===== src/logic/cmd_consts.vh =====
// constants for the vicinity tag custom command handler
`ifndef CMD_CONSTS_VH
`define CMD_CONSTS_VH
// command codes
`define CMD_ARM 8'hD2
`define CMD_QARM 8'hC2
`define CMD_BURST 8'hC3
`define CMD_INV 8'hD1
// request flag bit positions
`define RF_SUBC 0
`define RF_RATE 1
`define RF_INV 2
`define RF_EXT 3
`define RF_SEL 4
`define RF_ADDR 5
`define RF_AFI 4
`define RF_NBS 5
`define RF_OPT 6
// response flags and error codes
`define RESP_OK 8'h00
`define RESP_FAIL 8'h01
`define ERR_OTHER 8'h0F
`define ERR_ADDR 8'h10
// frame crc
`define CRC_INIT 16'hFFFF
`define CRC_POLY 16'h8408
`define CRC_RESIDUE 16'hF0B8
// request layout, in bytes
`define BUF_LEN 5'h10
`define HDR_LEN 5'h03
`define UID_LEN 5'h08
`define CRC_LEN 5'h02
`define BURST_ARGS 5'h03
`define ID_LAST 4'h8
// burst and inventory limits
`define BLK_MAX 16'h07FF
`define SECT_SPAN 9'h01F
`define MASK_MAX 8'h40
`define MASK_MAX16 8'h3C
`define SLOT_LAST 4'hF
// register byte addresses and reset values
`define REG_CTRL 8'h00
`define REG_STATUS 8'h04
`define REG_UID_LO 8'h08
`define REG_UID_HI 8'h0C
`define REG_ID 8'h10
`define CTRL_RST 32'h0000_0001
`define RESP_OKAY 2'h0
`define RESP_SLVERR 2'h2
`endif


===== src/logic/crc16_byte.v =====
// one-byte step of the reflected frame crc16
`include "cmd_consts.vh"
module crc16_byte (
	// running value and byte
	input wire [15:0] crc_in,
	input wire [7:0] data,
	// updated value
	output wire [15:0] crc_out
);
	wire [15:0] stage [0:8];
	assign stage[0] = crc_in ^ {8'h00, data};
	genvar b;
	generate
		for (b = 0; b < 8; b = b + 1) begin : step
			assign stage[b + 1] = stage[b][0] ?
				((stage[b] >> 1) ^ `CRC_POLY) : (stage[b] >> 1);
		end
	endgenerate
	assign crc_out = stage[8];
endmodule


===== src/logic/tag_cmd_handler.v =====
// custom command handler: arm, quick arm, armed inventory, burst read
`include "cmd_consts.vh"
module tag_cmd_handler #(
	parameter [7:0] MFG_CODE = 8'h5A, // arbitrary maker code
	parameter AW = 8
) (
	// clock and reset
	input wire aclk,
	input wire aresetn,
	// register bus
	input wire [AW-1:0] s_axi_awaddr,
	input wire s_axi_awvalid,
	output wire s_axi_awready,
	input wire [31:0] s_axi_wdata,
	input wire [3:0] s_axi_wstrb,
	input wire s_axi_wvalid,
	output wire s_axi_wready,
	output wire [1:0] s_axi_bresp,
	output wire s_axi_bvalid,
	input wire s_axi_bready,
	input wire [AW-1:0] s_axi_araddr,
	input wire s_axi_arvalid,
	output wire s_axi_arready,
	output wire [31:0] s_axi_rdata,
	output wire [1:0] s_axi_rresp,
	output wire s_axi_rvalid,
	input wire s_axi_rready,
	// request link from the demodulator
	input wire rf_clk,
	input wire rf_bit,
	input wire rf_frame,
	// response byte stream to the modulator
	output wire tx_valid,
	input wire tx_ready,
	output wire [7:0] tx_data,
	output wire tx_first,
	output wire tx_last,
	output wire tx_fast,
	output wire tx_high_rate,
	output wire tx_dual_subc,
	// block memory and sector security, asynchronous read
	output wire [10:0] mem_addr,
	input wire [31:0] mem_rdata,
	input wire [4:0] sec_status,
	// tag state
	input wire tag_ready,
	input wire power_off
);
	localparam [4:0] S_IDLE = 5'b00001, S_RX = 5'b00010, S_EXEC = 5'b00100,
		S_LOAD = 5'b01000, S_SEND = 5'b10000;
	localparam [1:0] K_ID = 2'd0, K_ERR = 2'd1, K_DATA = 2'd2;
	localparam [1:0] PH_FLAGS = 2'd0, PH_BODY = 2'd1, PH_CRC0 = 2'd2,
		PH_CRC1 = 2'd3;
	integer i;
	integer j;
	// pin synchronisers and edge finders
	reg [1:0] clk_sy_ff, bit_sy_ff, frm_sy_ff;
	reg clk_d_ff, frm_d_ff;
	always @(posedge aclk) begin
		if (!aresetn) begin
			clk_sy_ff <= 2'b00;
			bit_sy_ff <= 2'b00;
			frm_sy_ff <= 2'b00;
			clk_d_ff <= 1'b0;
			frm_d_ff <= 1'b0;
		end else begin
			clk_sy_ff <= {clk_sy_ff[0], rf_clk};
			bit_sy_ff <= {bit_sy_ff[0], rf_bit};
			frm_sy_ff <= {frm_sy_ff[0], rf_frame};
			clk_d_ff <= clk_sy_ff[1];
			frm_d_ff <= frm_sy_ff[1];
		end
	end
	wire clk_rise = clk_sy_ff[1] & ~clk_d_ff;
	wire frm_rise = frm_sy_ff[1] & ~frm_d_ff;
	wire frm_fall = ~frm_sy_ff[1] & frm_d_ff;
	// state
	reg [4:0] st_ff;
	reg [7:0] sh_ff;
	reg [2:0] bitc_ff;
	reg [4:0] nbytes_ff;
	reg ovf_ff;
	reg [15:0] crc_rx_ff, crc_tx_ff;
	reg [7:0] buf_ff [0:15];
	reg latch_ff, inv_act_ff;
	reg [3:0] slot_ff, my_slot_ff;
	reg [1:0] kind_ff, ph_ff;
	reg [7:0] err_ff, last_err_ff, tx_data_ff, rflags_ff;
	reg [3:0] pos_ff;
	reg [2:0] sub_ff;
	reg [4:0] left_ff;
	reg [10:0] mem_addr_ff;
	reg fast_ff, first_ff, last_ff;
	reg [31:0] ctrl_ff;
	reg [63:0] uid_ff;
	reg [7:0] dsfid_ff, afi_ff;
	wire [7:0] rx_byte = {bit_sy_ff[1], sh_ff[7:1]};
	wire [15:0] crc_rx_nxt, crc_tx_nxt;
	reg [7:0] ld_byte;
	crc16_byte u_crc_rx (.crc_in(crc_rx_ff), .data(rx_byte),
		.crc_out(crc_rx_nxt));
	crc16_byte u_crc_tx (.crc_in(crc_tx_ff), .data(ld_byte),
		.crc_out(crc_tx_nxt));
	// request decode
	wire [7:0] rq_flags = buf_ff[0];
	wire ours = ctrl_ff[0] && nbytes_ff >= `HDR_LEN && !ovf_ff &&
		bitc_ff == 3'h0 && buf_ff[2] == MFG_CODE;
	wire crc_ok = (crc_rx_ff == `CRC_RESIDUE);
	wire addressed = rq_flags[`RF_ADDR];
	wire [4:0] off = addressed ? (`HDR_LEN + `UID_LEN) : `HDR_LEN;
	wire [15:0] first_blk = {buf_ff[off[3:0] + 4'h1], buf_ff[off[3:0]]};
	wire [7:0] blk_cnt = buf_ff[off[3:0] + 4'h2];
	wire [8:0] span = {4'h0, first_blk[4:0]} + {1'b0, blk_cnt};
	wire [4:0] mpos = `HDR_LEN + {4'h0, rq_flags[`RF_AFI]};
	wire [7:0] mlen = buf_ff[mpos[3:0]];
	wire [8:0] mround = {1'b0, mlen} + 9'h007;
	wire [4:0] mbytes = {1'b0, mround[6:3]};
	wire one_slot = rq_flags[`RF_NBS];
	reg uid_ok;
	reg [63:0] mask_v;
	reg [4:0] midx;
	always @* begin
		uid_ok = 1'b1;
		mask_v = 64'h0;
		midx = 5'h00;
		for (i = 0; i < 8; i = i + 1) begin
			if (buf_ff[3 + i] != uid_ff[8 * i +: 8])
				uid_ok = 1'b0;
			midx = mpos + 5'h01 + i[4:0];
			if (i[4:0] < mbytes)
				mask_v[8 * i +: 8] = buf_ff[midx[3:0]];
		end
	end
	wire [63:0] low_mask = ~({64{1'b1}} << mlen);
	wire mask_hit = ((uid_ff ^ mask_v) & low_mask) == 64'h0;
	wire [63:0] uid_sh = uid_ff >> mlen;
	wire afi_ok = !rq_flags[`RF_AFI] || buf_ff[3] == 8'h00 ||
		buf_ff[3] == afi_ff;
	wire inv_fmt = rq_flags[`RF_INV] &&
		nbytes_ff == mpos + 5'h01 + mbytes + `CRC_LEN &&
		mlen <= (one_slot ? `MASK_MAX : `MASK_MAX16);
	wire empty_frm = nbytes_ff == 5'h00 && bitc_ff == 3'h0;
	reg p_reply, p_latch, p_fast, p_inv;
	reg [1:0] p_kind;
	reg [7:0] p_err;
	always @* begin
		p_reply = 1'b0;
		p_latch = 1'b0;
		p_fast = 1'b0;
		p_inv = 1'b0;
		p_kind = K_ID;
		p_err = `ERR_OTHER;
		if (ours) begin
			case (buf_ff[1])
			`CMD_ARM, `CMD_QARM: begin
				// errors and addressed use give silence
				if (crc_ok && nbytes_ff == `HDR_LEN + `CRC_LEN &&
					!rq_flags[`RF_SEL] && !addressed &&
					tag_ready) begin
					p_reply = 1'b1;
					p_latch = 1'b1;
					p_fast = (buf_ff[1] == `CMD_QARM);
				end
			end
			`CMD_BURST: begin
				if (!rq_flags[`RF_INV] && (!addressed || uid_ok)) begin
					p_reply = 1'b1;
					p_fast = 1'b1;
					p_kind = K_ERR;
					if (!crc_ok || !rq_flags[`RF_EXT] ||
						nbytes_ff != off + `BURST_ARGS + `CRC_LEN)
						p_err = `ERR_OTHER;
					else if (first_blk > `BLK_MAX ||
						span > `SECT_SPAN)
						p_err = `ERR_ADDR;
					else
						p_kind = K_DATA;
				end
			end
			`CMD_INV: begin
				if (latch_ff && crc_ok && inv_fmt &&
					afi_ok && mask_hit) begin
					p_inv = 1'b1;
					p_reply = one_slot || uid_sh[3:0] == 4'h0;
				end
			end
			default: p_reply = 1'b0;
			endcase
		end
	end
	// response byte selection
	wire [2:0] sub_lim = rflags_ff[`RF_OPT] ? 3'h4 : 3'h3;
	wire [2:0] dsel = sub_ff - {2'b00, rflags_ff[`RF_OPT]};
	always @* begin
		ld_byte = (kind_ff == K_ERR) ? `RESP_FAIL : `RESP_OK;
		case (ph_ff)
		PH_BODY:
			if (kind_ff == K_ERR)
				ld_byte = err_ff;
			else if (kind_ff == K_ID)
				ld_byte = (pos_ff == 4'h0) ? dsfid_ff :
					uid_ff[8 * (pos_ff - 4'h1) +: 8];
			else if (rflags_ff[`RF_OPT] && sub_ff == 3'h0)
				ld_byte = {3'b000, sec_status};
			else
				ld_byte = mem_rdata[8 * dsel[1:0] +: 8];
		PH_CRC0: ld_byte = ~crc_tx_ff[7:0];
		PH_CRC1: ld_byte = ~crc_tx_ff[15:8];
		default: ld_byte = (kind_ff == K_ERR) ? `RESP_FAIL : `RESP_OK;
		endcase
	end
	wire tx_go = (st_ff == S_SEND) && tx_ready;
	always @(posedge aclk) begin
		if (st_ff == S_RX && clk_rise && frm_sy_ff[1] && bitc_ff == 3'h7 &&
			nbytes_ff < `BUF_LEN)
			buf_ff[nbytes_ff[3:0]] <= rx_byte;
	end
	always @(posedge aclk) begin
		if (!aresetn || power_off) begin
			latch_ff <= 1'b0;
		end else if (st_ff == S_EXEC && p_latch) begin
			latch_ff <= 1'b1;
		end
	end
	always @(posedge aclk) begin
		if (!aresetn) begin
			st_ff <= S_IDLE;
			sh_ff <= 8'h00;
			bitc_ff <= 3'h0;
			nbytes_ff <= 5'h00;
			ovf_ff <= 1'b0;
			crc_rx_ff <= `CRC_INIT;
			crc_tx_ff <= `CRC_INIT;
			inv_act_ff <= 1'b0;
			slot_ff <= 4'h0;
			my_slot_ff <= 4'h0;
			kind_ff <= K_ID;
			ph_ff <= PH_FLAGS;
			err_ff <= 8'h00;
			last_err_ff <= 8'h00;
			tx_data_ff <= 8'h00;
			rflags_ff <= 8'h00;
			pos_ff <= 4'h0;
			sub_ff <= 3'h0;
			left_ff <= 5'h00;
			mem_addr_ff <= 11'h000;
			fast_ff <= 1'b0;
			first_ff <= 1'b0;
			last_ff <= 1'b0;
		end else begin
			case (st_ff)
			S_IDLE: if (frm_rise) begin
				st_ff <= S_RX;
				bitc_ff <= 3'h0;
				nbytes_ff <= 5'h00;
				ovf_ff <= 1'b0;
				crc_rx_ff <= `CRC_INIT;
			end
			S_RX: begin
				if (frm_fall) begin
					st_ff <= S_EXEC;
				end else if (clk_rise) begin
					sh_ff <= rx_byte;
					bitc_ff <= bitc_ff + 3'h1;
					if (bitc_ff == 3'h7) begin
						if (nbytes_ff == `BUF_LEN)
							ovf_ff <= 1'b1;
						else
							nbytes_ff <= nbytes_ff + 5'h01;
						crc_rx_ff <= crc_rx_nxt;
					end
				end
			end
			S_EXEC: begin
				st_ff <= p_reply ? S_LOAD : S_IDLE;
				kind_ff <= p_kind;
				err_ff <= p_err;
				fast_ff <= p_fast;
				rflags_ff <= rq_flags;
				ph_ff <= PH_FLAGS;
				pos_ff <= 4'h0;
				sub_ff <= 3'h0;
				left_ff <= blk_cnt[4:0];
				mem_addr_ff <= first_blk[10:0];
				crc_tx_ff <= `CRC_INIT;
				first_ff <= 1'b1;
				if (p_kind == K_ERR && p_reply)
					last_err_ff <= p_err;
				if (p_inv) begin
					// one-slot mode ends at once
					inv_act_ff <= !one_slot;
					slot_ff <= 4'h0;
					my_slot_ff <= uid_sh[3:0];
				end else if (inv_act_ff && empty_frm) begin
					// reader closed the slot with a bare end of frame
					slot_ff <= slot_ff + 4'h1;
					inv_act_ff <= (slot_ff + 4'h1) != `SLOT_LAST;
					if ((slot_ff + 4'h1) == my_slot_ff) begin
						st_ff <= S_LOAD;
						kind_ff <= K_ID;
						fast_ff <= 1'b0;
					end
				end else begin
					inv_act_ff <= 1'b0;
				end
			end
			S_LOAD: begin
				tx_data_ff <= ld_byte;
				last_ff <= (ph_ff == PH_CRC1);
				if (ph_ff == PH_FLAGS || ph_ff == PH_BODY)
					crc_tx_ff <= crc_tx_nxt;
				st_ff <= S_SEND;
			end
			S_SEND: if (tx_go) begin
				first_ff <= 1'b0;
				st_ff <= S_LOAD;
				case (ph_ff)
				PH_FLAGS: ph_ff <= PH_BODY;
				PH_BODY:
					if (kind_ff == K_ERR ||
						(kind_ff == K_ID && pos_ff == `ID_LAST)) begin
						ph_ff <= PH_CRC0;
					end else if (kind_ff == K_ID) begin
						pos_ff <= pos_ff + 4'h1;
					end else if (sub_ff != sub_lim) begin
						sub_ff <= sub_ff + 3'h1;
					end else if (left_ff == 5'h00) begin
						ph_ff <= PH_CRC0;
					end else begin
						sub_ff <= 3'h0;
						left_ff <= left_ff - 5'h01;
						mem_addr_ff <= mem_addr_ff + 11'h001;
					end
				PH_CRC0: ph_ff <= PH_CRC1;
				default: st_ff <= S_IDLE;
				endcase
			end
			default: st_ff <= S_IDLE;
			endcase
		end
	end
	assign tx_valid = (st_ff == S_SEND);
	assign tx_data = tx_data_ff;
	assign tx_first = first_ff;
	assign tx_last = last_ff;
	assign tx_fast = fast_ff;
	assign tx_high_rate = rflags_ff[`RF_RATE];
	assign tx_dual_subc = rflags_ff[`RF_SUBC];
	assign mem_addr = mem_addr_ff;
	// register bus slave; address and data are taken together
	reg bvalid_ff, rvalid_ff;
	reg [1:0] bresp_ff, rresp_ff;
	reg [31:0] rdata_ff, wr_word, rd_word;
	reg wr_hit, rd_hit;
	wire wr_go = s_axi_awvalid & s_axi_wvalid & ~bvalid_ff;
	wire rd_go = s_axi_arvalid & ~rvalid_ff;
	wire [31:0] status_w = {16'h0000, last_err_ff, 5'h00, inv_act_ff,
		(st_ff != S_IDLE), latch_ff};
	always @* begin
		wr_hit = 1'b1;
		case (s_axi_awaddr[7:0])
		`REG_CTRL: wr_word = ctrl_ff;
		`REG_UID_LO: wr_word = uid_ff[31:0];
		`REG_UID_HI: wr_word = uid_ff[63:32];
		`REG_ID: wr_word = {16'h0000, afi_ff, dsfid_ff};
		default: begin
			wr_word = 32'h0000_0000;
			wr_hit = 1'b0;
		end
		endcase
		for (j = 0; j < 4; j = j + 1)
			if (s_axi_wstrb[j])
				wr_word[8 * j +: 8] = s_axi_wdata[8 * j +: 8];
		rd_hit = 1'b1;
		case (s_axi_araddr[7:0])
		`REG_CTRL: rd_word = ctrl_ff;
		`REG_STATUS: rd_word = status_w;
		`REG_UID_LO: rd_word = uid_ff[31:0];
		`REG_UID_HI: rd_word = uid_ff[63:32];
		`REG_ID: rd_word = {16'h0000, afi_ff, dsfid_ff};
		default: begin
			rd_word = 32'h0000_0000;
			rd_hit = 1'b0;
		end
		endcase
	end
	always @(posedge aclk) begin
		if (!aresetn) begin
			ctrl_ff <= `CTRL_RST;
			uid_ff <= 64'h0;
			dsfid_ff <= 8'h00;
			afi_ff <= 8'h00;
			bvalid_ff <= 1'b0;
			bresp_ff <= `RESP_OKAY;
			rvalid_ff <= 1'b0;
			rresp_ff <= `RESP_OKAY;
			rdata_ff <= 32'h0000_0000;
		end else begin
			if (wr_go) begin
				bvalid_ff <= 1'b1;
				bresp_ff <= wr_hit ? `RESP_OKAY : `RESP_SLVERR;
				case (s_axi_awaddr[7:0])
				`REG_CTRL: ctrl_ff <= {31'h0, wr_word[0]};
				`REG_UID_LO: uid_ff[31:0] <= wr_word;
				`REG_UID_HI: uid_ff[63:32] <= wr_word;
				`REG_ID: {afi_ff, dsfid_ff} <= wr_word[15:0];
				default: bresp_ff <= `RESP_SLVERR;
				endcase
			end else if (s_axi_bready) begin
				bvalid_ff <= 1'b0;
			end
			if (rd_go) begin
				rvalid_ff <= 1'b1;
				rdata_ff <= rd_word;
				rresp_ff <= rd_hit ? `RESP_OKAY : `RESP_SLVERR;
			end else if (s_axi_rready) begin
				rvalid_ff <= 1'b0;
			end
		end
	end
	assign s_axi_awready = wr_go;
	assign s_axi_wready = wr_go;
	assign s_axi_bvalid = bvalid_ff;
	assign s_axi_bresp = bresp_ff;
	assign s_axi_arready = ~rvalid_ff;
	assign s_axi_rvalid = rvalid_ff;
	assign s_axi_rdata = rdata_ff;
	assign s_axi_rresp = rresp_ff;
endmodule


===== config.mk =====
export PLATFORM = sky130hd
export DESIGN_NAME = tag_cmd_handler
export DESIGN_NICKNAME = d
export VERILOG_FILES = /design/src/logic/crc16_byte.v /design/src/logic/tag_cmd_handler.v
export VERILOG_INCLUDE_DIRS = /design/src /design/src/logic
export SDC_FILE = /design/constraint.sdc
export NUM_CORES = 1
export LEC_CHECK = 0
export BUFFER_PORTS_ARGS = -buffer_cell sky130_fd_sc_hd__buf_2
export CAP_MARGIN = 15
export CORE_MARGIN = 3
export CORE_UTILIZATION = 50
export DETAILED_ROUTE_END_ITERATION = 12
export PLACE_DENSITY = 0.71
export SLEW_MARGIN = 20
export SYNTH_ARGS = -nofsm -noshare
export SYNTH_HDL_FRONTEND = slang
export SYNTH_HIERARCHICAL = 1
export SYNTH_SLANG_ARGS = --single-unit

===== constraint.sdc =====
create_clock -name aclk -period 6.6 [get_ports aclk]
set_clock_uncertainty 0.2 [all_clocks]
set_input_delay 0.33 -clock aclk [delete_from_list [all_inputs] [get_ports aclk]]
set_output_delay 0.33 -clock aclk [all_outputs]
set_load 0.1 [all_outputs]

**Word-level counts from Yosys, hierarchy flattened**

Memory sizes are Yosys's and may differ from the RTL's.
Index checks and enable logic that the tools add are counted.

- Memory bits (writable): 128
- Memories kept: 1
- ROM bits: 0
- Bits in latches: 0
- Flip-flop bits (word level): 252
- Output and inout port bits: 66

- Reduce and logical (&&, ||, !) cells: 84
- Div/mod/pow operators: 0
- Shift-type cells: 4
- Bitwise logic cells: 35
- Magnitude comparators: 13
- $mul: 0
- Multiplexer cells: 158
- Add/sub/neg operators: 26
- Equality and inequality tests: 62

Memories:

| memory | depth | bits a word | read ports | clocked after memory_dff | wr ports | RTL line | RTL |
|---|---|---|---|---|---|---|---|
| buf_ff | 16 | 8 | 23 | 0 | 1 | tag_cmd_handler.v:84 | `reg [7:0] buf_ff [0:15];` |

Operators by type and width:

| kind | number |
|---|---|
| $mux 16 | 21 |
| $pmux 32 s5 | 1 |
| $mux 8 | 16 |
| $pmux 32 s3 | 1 |
| $mux 5 | 19 |
| $mux 11 | 6 |
| $and 64x64->64 | 1 |
| $logic_not 64->1 | 1 |
| $ne 8x8->1 | 8 |
| $not 64->64 | 1 |
| $pmux 16 s2 | 2 |
| $shiftx 64x33->8 | 1 |
| $shl 64x8->64 const A | 1 |
| $shr 64x8->4 | 1 |
| $xor 64x64->64 | 1 |
| $mux 4 | 12 |
| $not 2->3 | 16 |
| $mux 1 | 39 |
| $eq 8x4->1 const B | 4 |
| $eq 8x8->1 const B | 4 |
| $mux 2 | 16 |
| $shiftx 32x6->8 | 1 |
| $xor 16x8->16 | 2 |
| $mux 3 | 10 |
| 83 further kinds | 197 |

**Depth between registers and ports, before layout**

- Word-level depth: 25
- Mapped depth: 22
- Gate-level depth less buffers: 19

**Hierarchy**

Netlist, hierarchy kept.

By module, submodules not included:

| module | instances | seq. area each (um^2) | cells an instance | area an instance (um^2) |
|---|---|---|---|---|
| tag_cmd_handler | 1 | 7997.7 | 2669 | 23034.6 |
| crc16_byte | 2 | 0.0 | 25 | 376.6 |

**Least setup slack after synthesis**

No wires, ideal clock.

- Path type: register -> register
- From: memory buf_ff[0][4]
- To: register st_ff[3]
- Period minus slack after synthesis: 4.871 ns
- Path buffers: 3
- Stages on the path, launching flop included: 19
- Slack: 1.729 ns
- Required time: 6.342 ns
- Data arrival time: 4.613 ns
- Cells stage by stage: edfxtp_1 -> buf_6 -> mux2i_2 -> nor4_4 -> a21oi_1 -> clkbuf_1 -> or2_2 -> ha_1 -> clkbuf_1 -> and2_1 -> a2111oi_0 -> xor2_1 -> a2111oi_2 -> o2111ai_1 -> nor4_2 -> o2111ai_2 -> a221o_1 -> a221oi_2 -> o21a_1

RTL lines:

| what | RTL line | RTL |
|---|---|---|
| start: declaration | tag_cmd_handler.v:84 |  |
| end signal: assignment | tag_cmd_handler.v:275 | `st_ff <= p_reply ? S_LOAD : S_IDLE;` |
| end: declaration | tag_cmd_handler.v:78 | `reg [4:0] st_ff;` |

==> out/metrics.cfg <==
[yosys]
synth-simple-area-share_pct = 18.3
syn_area_per_cell_um2 = 8.75
synth_cells = 2719
synth_top_area_share_pct = 19.6
synth_top_flop_cell = dfxtp_1
yosysTopAreaCell = dfxtp_1
synth_top_family_by_area = compound AO/OA/AOI/OAI gates
synth_edf_count = 111
ys_ff_latch = 344
netlist_area_um2 = 23800
synthMuxAreaShare_pct = 11.2
synthXorXnorAreaFrac_pct = 8.33
synth_common_cells = 287 x nand2_1, 233 x dfxtp_1, 195 x clkbuf_1
synth_fa_ha_area_share_pct = 2.17
yosysMostFrequentCell = nand2_1
ys_seq_area_share_pct = 33.6
ys_top_cells_by_area = dfxtp_1 20%, edfxtp_1 14%, mux2i_1 5.6%, nand2_1 4.5%, xnor2_1 4.4%
async_flop_share_pct = 0
yosys_warnings = 6
ys_types = 105
synth_compound_area_share_pct = 20.7

[placement]
dp_hpwl_mm = 76.1
portBuffers = 165
numPlacedInstances = 3337
gp_congestion = 1.13

[global_route]
grt_pass1_vias = 22200
grt_overflow_total = 0
antenna_found_initial = 4
grtUsageTotal_pct = 40.4
grt_max_degree = 87
grt_pass1_wl_mm = 150

[worst_hold_path]
hold_path_startpoint = s_axi_wdata[28]
min_path_cells = 4
min_path_type = in -> reg
min_to = uid_ff[28]$_SDFFE_PN0P_

[routing]
drt-total-wl_mm = 105
drtIter0Drc = 3133
vias = 23400
ant_nets = 0
wl_per_cell_um = 30.4
remaining_drc_errors = 0
first_pass_iters = 8
vias_per_cell = 6.81

[sta]
slew_headroom_pct = 19.0
fin_crit_ps = 6060
worstMarginPinSlew_ps = 1210
setup_viol = 0
fin_setup_tns_ps = 0
fmax_ghz = 0.165
fin_crit_sh_pct = 91.8
hold_violations = 0
hold_slack_ps = 11.0
slew_violations = 0
rsz0062_at_grt = no

[clock_tree]
cts_max_level = 2
cts.sinks = 344
clk_latency_ps = 590
post_cts_buffers = 0
cts_buffer_depth = 3
clk_pin_slew_ps = 60
cts_buffers = 38
cts_tree = yes
cts_root_buffer = clkbuf_16
cts_resized = 0

[setup_path]
worstPathRequired_ps = 6870
path_buf_inv = 3
cp-end-kind = flop
ff2ff_path_depth = 18
reg2reg_slack_ps = 540
path_class = reg -> reg
worstReg2RegEnd = slot_ff[2]$_SDFFE_PN0P_
worstSetupStartpointType = flop
path_cells = mux2i_4, inv_2, nand4_2, nor3_2, buf_4, or2_2, ha_1, buf_4, o21a_1, o22ai_1, nor4b_1, and4_1, nand4b_1, nor4bb_1, o21a_1, a311oi_1, a221oi_1, nor2_1
r2r_start = buf_ff[0][4]$_DFFE_PP_
cp_max_fo = 18
cp_slowest_cell = edfxtp_1
crit_family = simple AND/OR/NAND/NOR gates
cp.arrival_ps = 6330
cpPeakStageDelay_ps = 860

[power]
p_leak_nw = 10.2
powerDensity_nw_per_um2 = 170
max-vdd-ir-drop_uv = 227

[run]
drv_cap = 0

[floorplan]
ioPinCount = 168
core_area_um2 = 46800
rows = 79
dieArea_um2 = 50200
die_y_um = 224
die_x_um = 224
initial_core_util_pct = 50.9

[layout]
area_growth_pct = 12.3
fillers = 4117
drive_above_1_share_pct = 16.5
nets = 2946
final_util_pct = 57.2
finalNonFillerCells = 3441

[outcome]
status = completed

[power breakdown]
group	internal (W)	total (W)	switching, W
combinational	0.0000761	0.000206	0.000130
clock	0.00127	0.00215	0.000889
sequential	0.00218	0.00218	0.00000580
[logic make-up (layout without fill, tap and decap cells)]
| kind of cell | count (synthesis) | after routing |
|---|---|---|
| AOI/OAI and AO/OA | 711 | 711 |
| xor gates and xnor gates | 189 | 189 |
| adders and majority gates | 40 | 40 |
| buffers and inverters | 328 | 438 |
| DFF | 344 | 344 |
| muxes | 224 | 224 |
| other | 1 | 6 |
| and+or+nand+nor | 882 | 882 |
[repair_timing]
| item | CTS | global route |
|---|---|---|
| hold buffers | 33 | 0 |
| setup endpoints to repair | 0 | 0 |
| endpoints found under the hold margin | 69 | 0 |
[area by class of cell]
| class | count | area (um2) | area share (%) |
|---|---|---|---|
| Clock buffer | 53 | 1080 | 4.04 |
| Antenna cell | 4 | 10.0 | 0.0375 |
| Clock inverter | 13 | 174 | 0.651 |
| Tap cell | 607 | 759 | 2.84 |
| Timing Repair Buffer | 297 | 1910 | 7.13 |
| Multi-Input combinational cell | 2048 | 14500 | 54.3 |
| Inverter | 75 | 282 | 1.05 |
| Sequential cell | 344 | 8000 | 29.9 |
[state kept, by name (all words and copies together), names as in the netlist, 3 cells and up]
name and cells:
s_axi_rdata 32, my_slot_ff 4, st_ff 5, pos_ff 4, nbytes_ff 5, sub_ff 3, sh_ff 7, rflags_ff 3
uid_ff 64, left_ff 5, buf_ff 111, crc_rx_ff 16, crc_tx_ff 16, mem_addr 11, tx_data 8, dsfid_ff 8
afi_ff 8, slot_ff 4, bitc_ff 3
[stage by stage]
step / power [W] / cell area [um2] / setup WS [ps]
after global routing: 0.00467 / 26700 / 179
after global placement: 0.00241 / 25100 / 870
final: 0.00454 / 26700 / 541
after detailed placement: 0.00242 / 25100 / 713
after floorplan: 0.00235 / 23800 / 1730
after CTS: 0.00457 / 26700 / 665
[placed cells by master, fill, tap and decap left out, types with 39 or more instances in the layout]
cell type	n
dfxtp_1	233
o21ai_0	143
clkbuf_16	39
a22oi_1	66
buf_4	99
nor3_1	109
inv_1	72
nor2b_1	48
mux2i_1	132
mux2_2	60
nand4_1	39
nor2_1	189
nand3_1	45
xor2_1	43
nand2_1	286
buf_2	164
xnor2_1	120
edfxtp_1	111
a21oi_1	127
a21boi_0	56
[metal layers]
layer / part of all wire [%] / GRT usage [%] / vias to the layer above / wire length [um]
met1: 39 / 53.0 / 11300 / 40800
met4: 6.7 / 22.6 / 6 / 7030
met2: 42 / 59.5 / 1609 / 44200
li1: - / - / 10100 / -
met5: 0.039 / 0 / - / 41
met3: 12 / 12.3 / 396 / 12700
[tightest hold or removal path: cells and delay by family]
family	cells	cell delay, ps
AO/OA/AOI/OAI	2	250
buffers and inverters	1	90
AND/OR/NAND/NOR	1	80
[how the worst max path moves through the flow]
stage                     slack [ps]  cells after the start                      end              startpoint
after floorplan                 1730                     18    st_ff[3]$_SDFFE_PN0P_  buf_ff[0][4]$_DFFE_PP_
after global placement           870                     17    st_ff[3]$_SDFFE_PN0P_  buf_ff[0][4]$_DFFE_PP_
after detailed placement         710                     17    st_ff[3]$_SDFFE_PN0P_  buf_ff[0][4]$_DFFE_PP_
after CTS                        670                     17    st_ff[3]$_SDFFE_PN0P_  buf_ff[0][4]$_DFFE_PP_
after global routing             180                     17    st_ff[3]$_SDFFE_PN0P_  buf_ff[0][4]$_DFFE_PP_
final                            540                     18  slot_ff[2]$_SDFFE_PN0P_  buf_ff[0][4]$_DFFE_PP_
No activity file was read; power rests on OpenSTA's default activity.
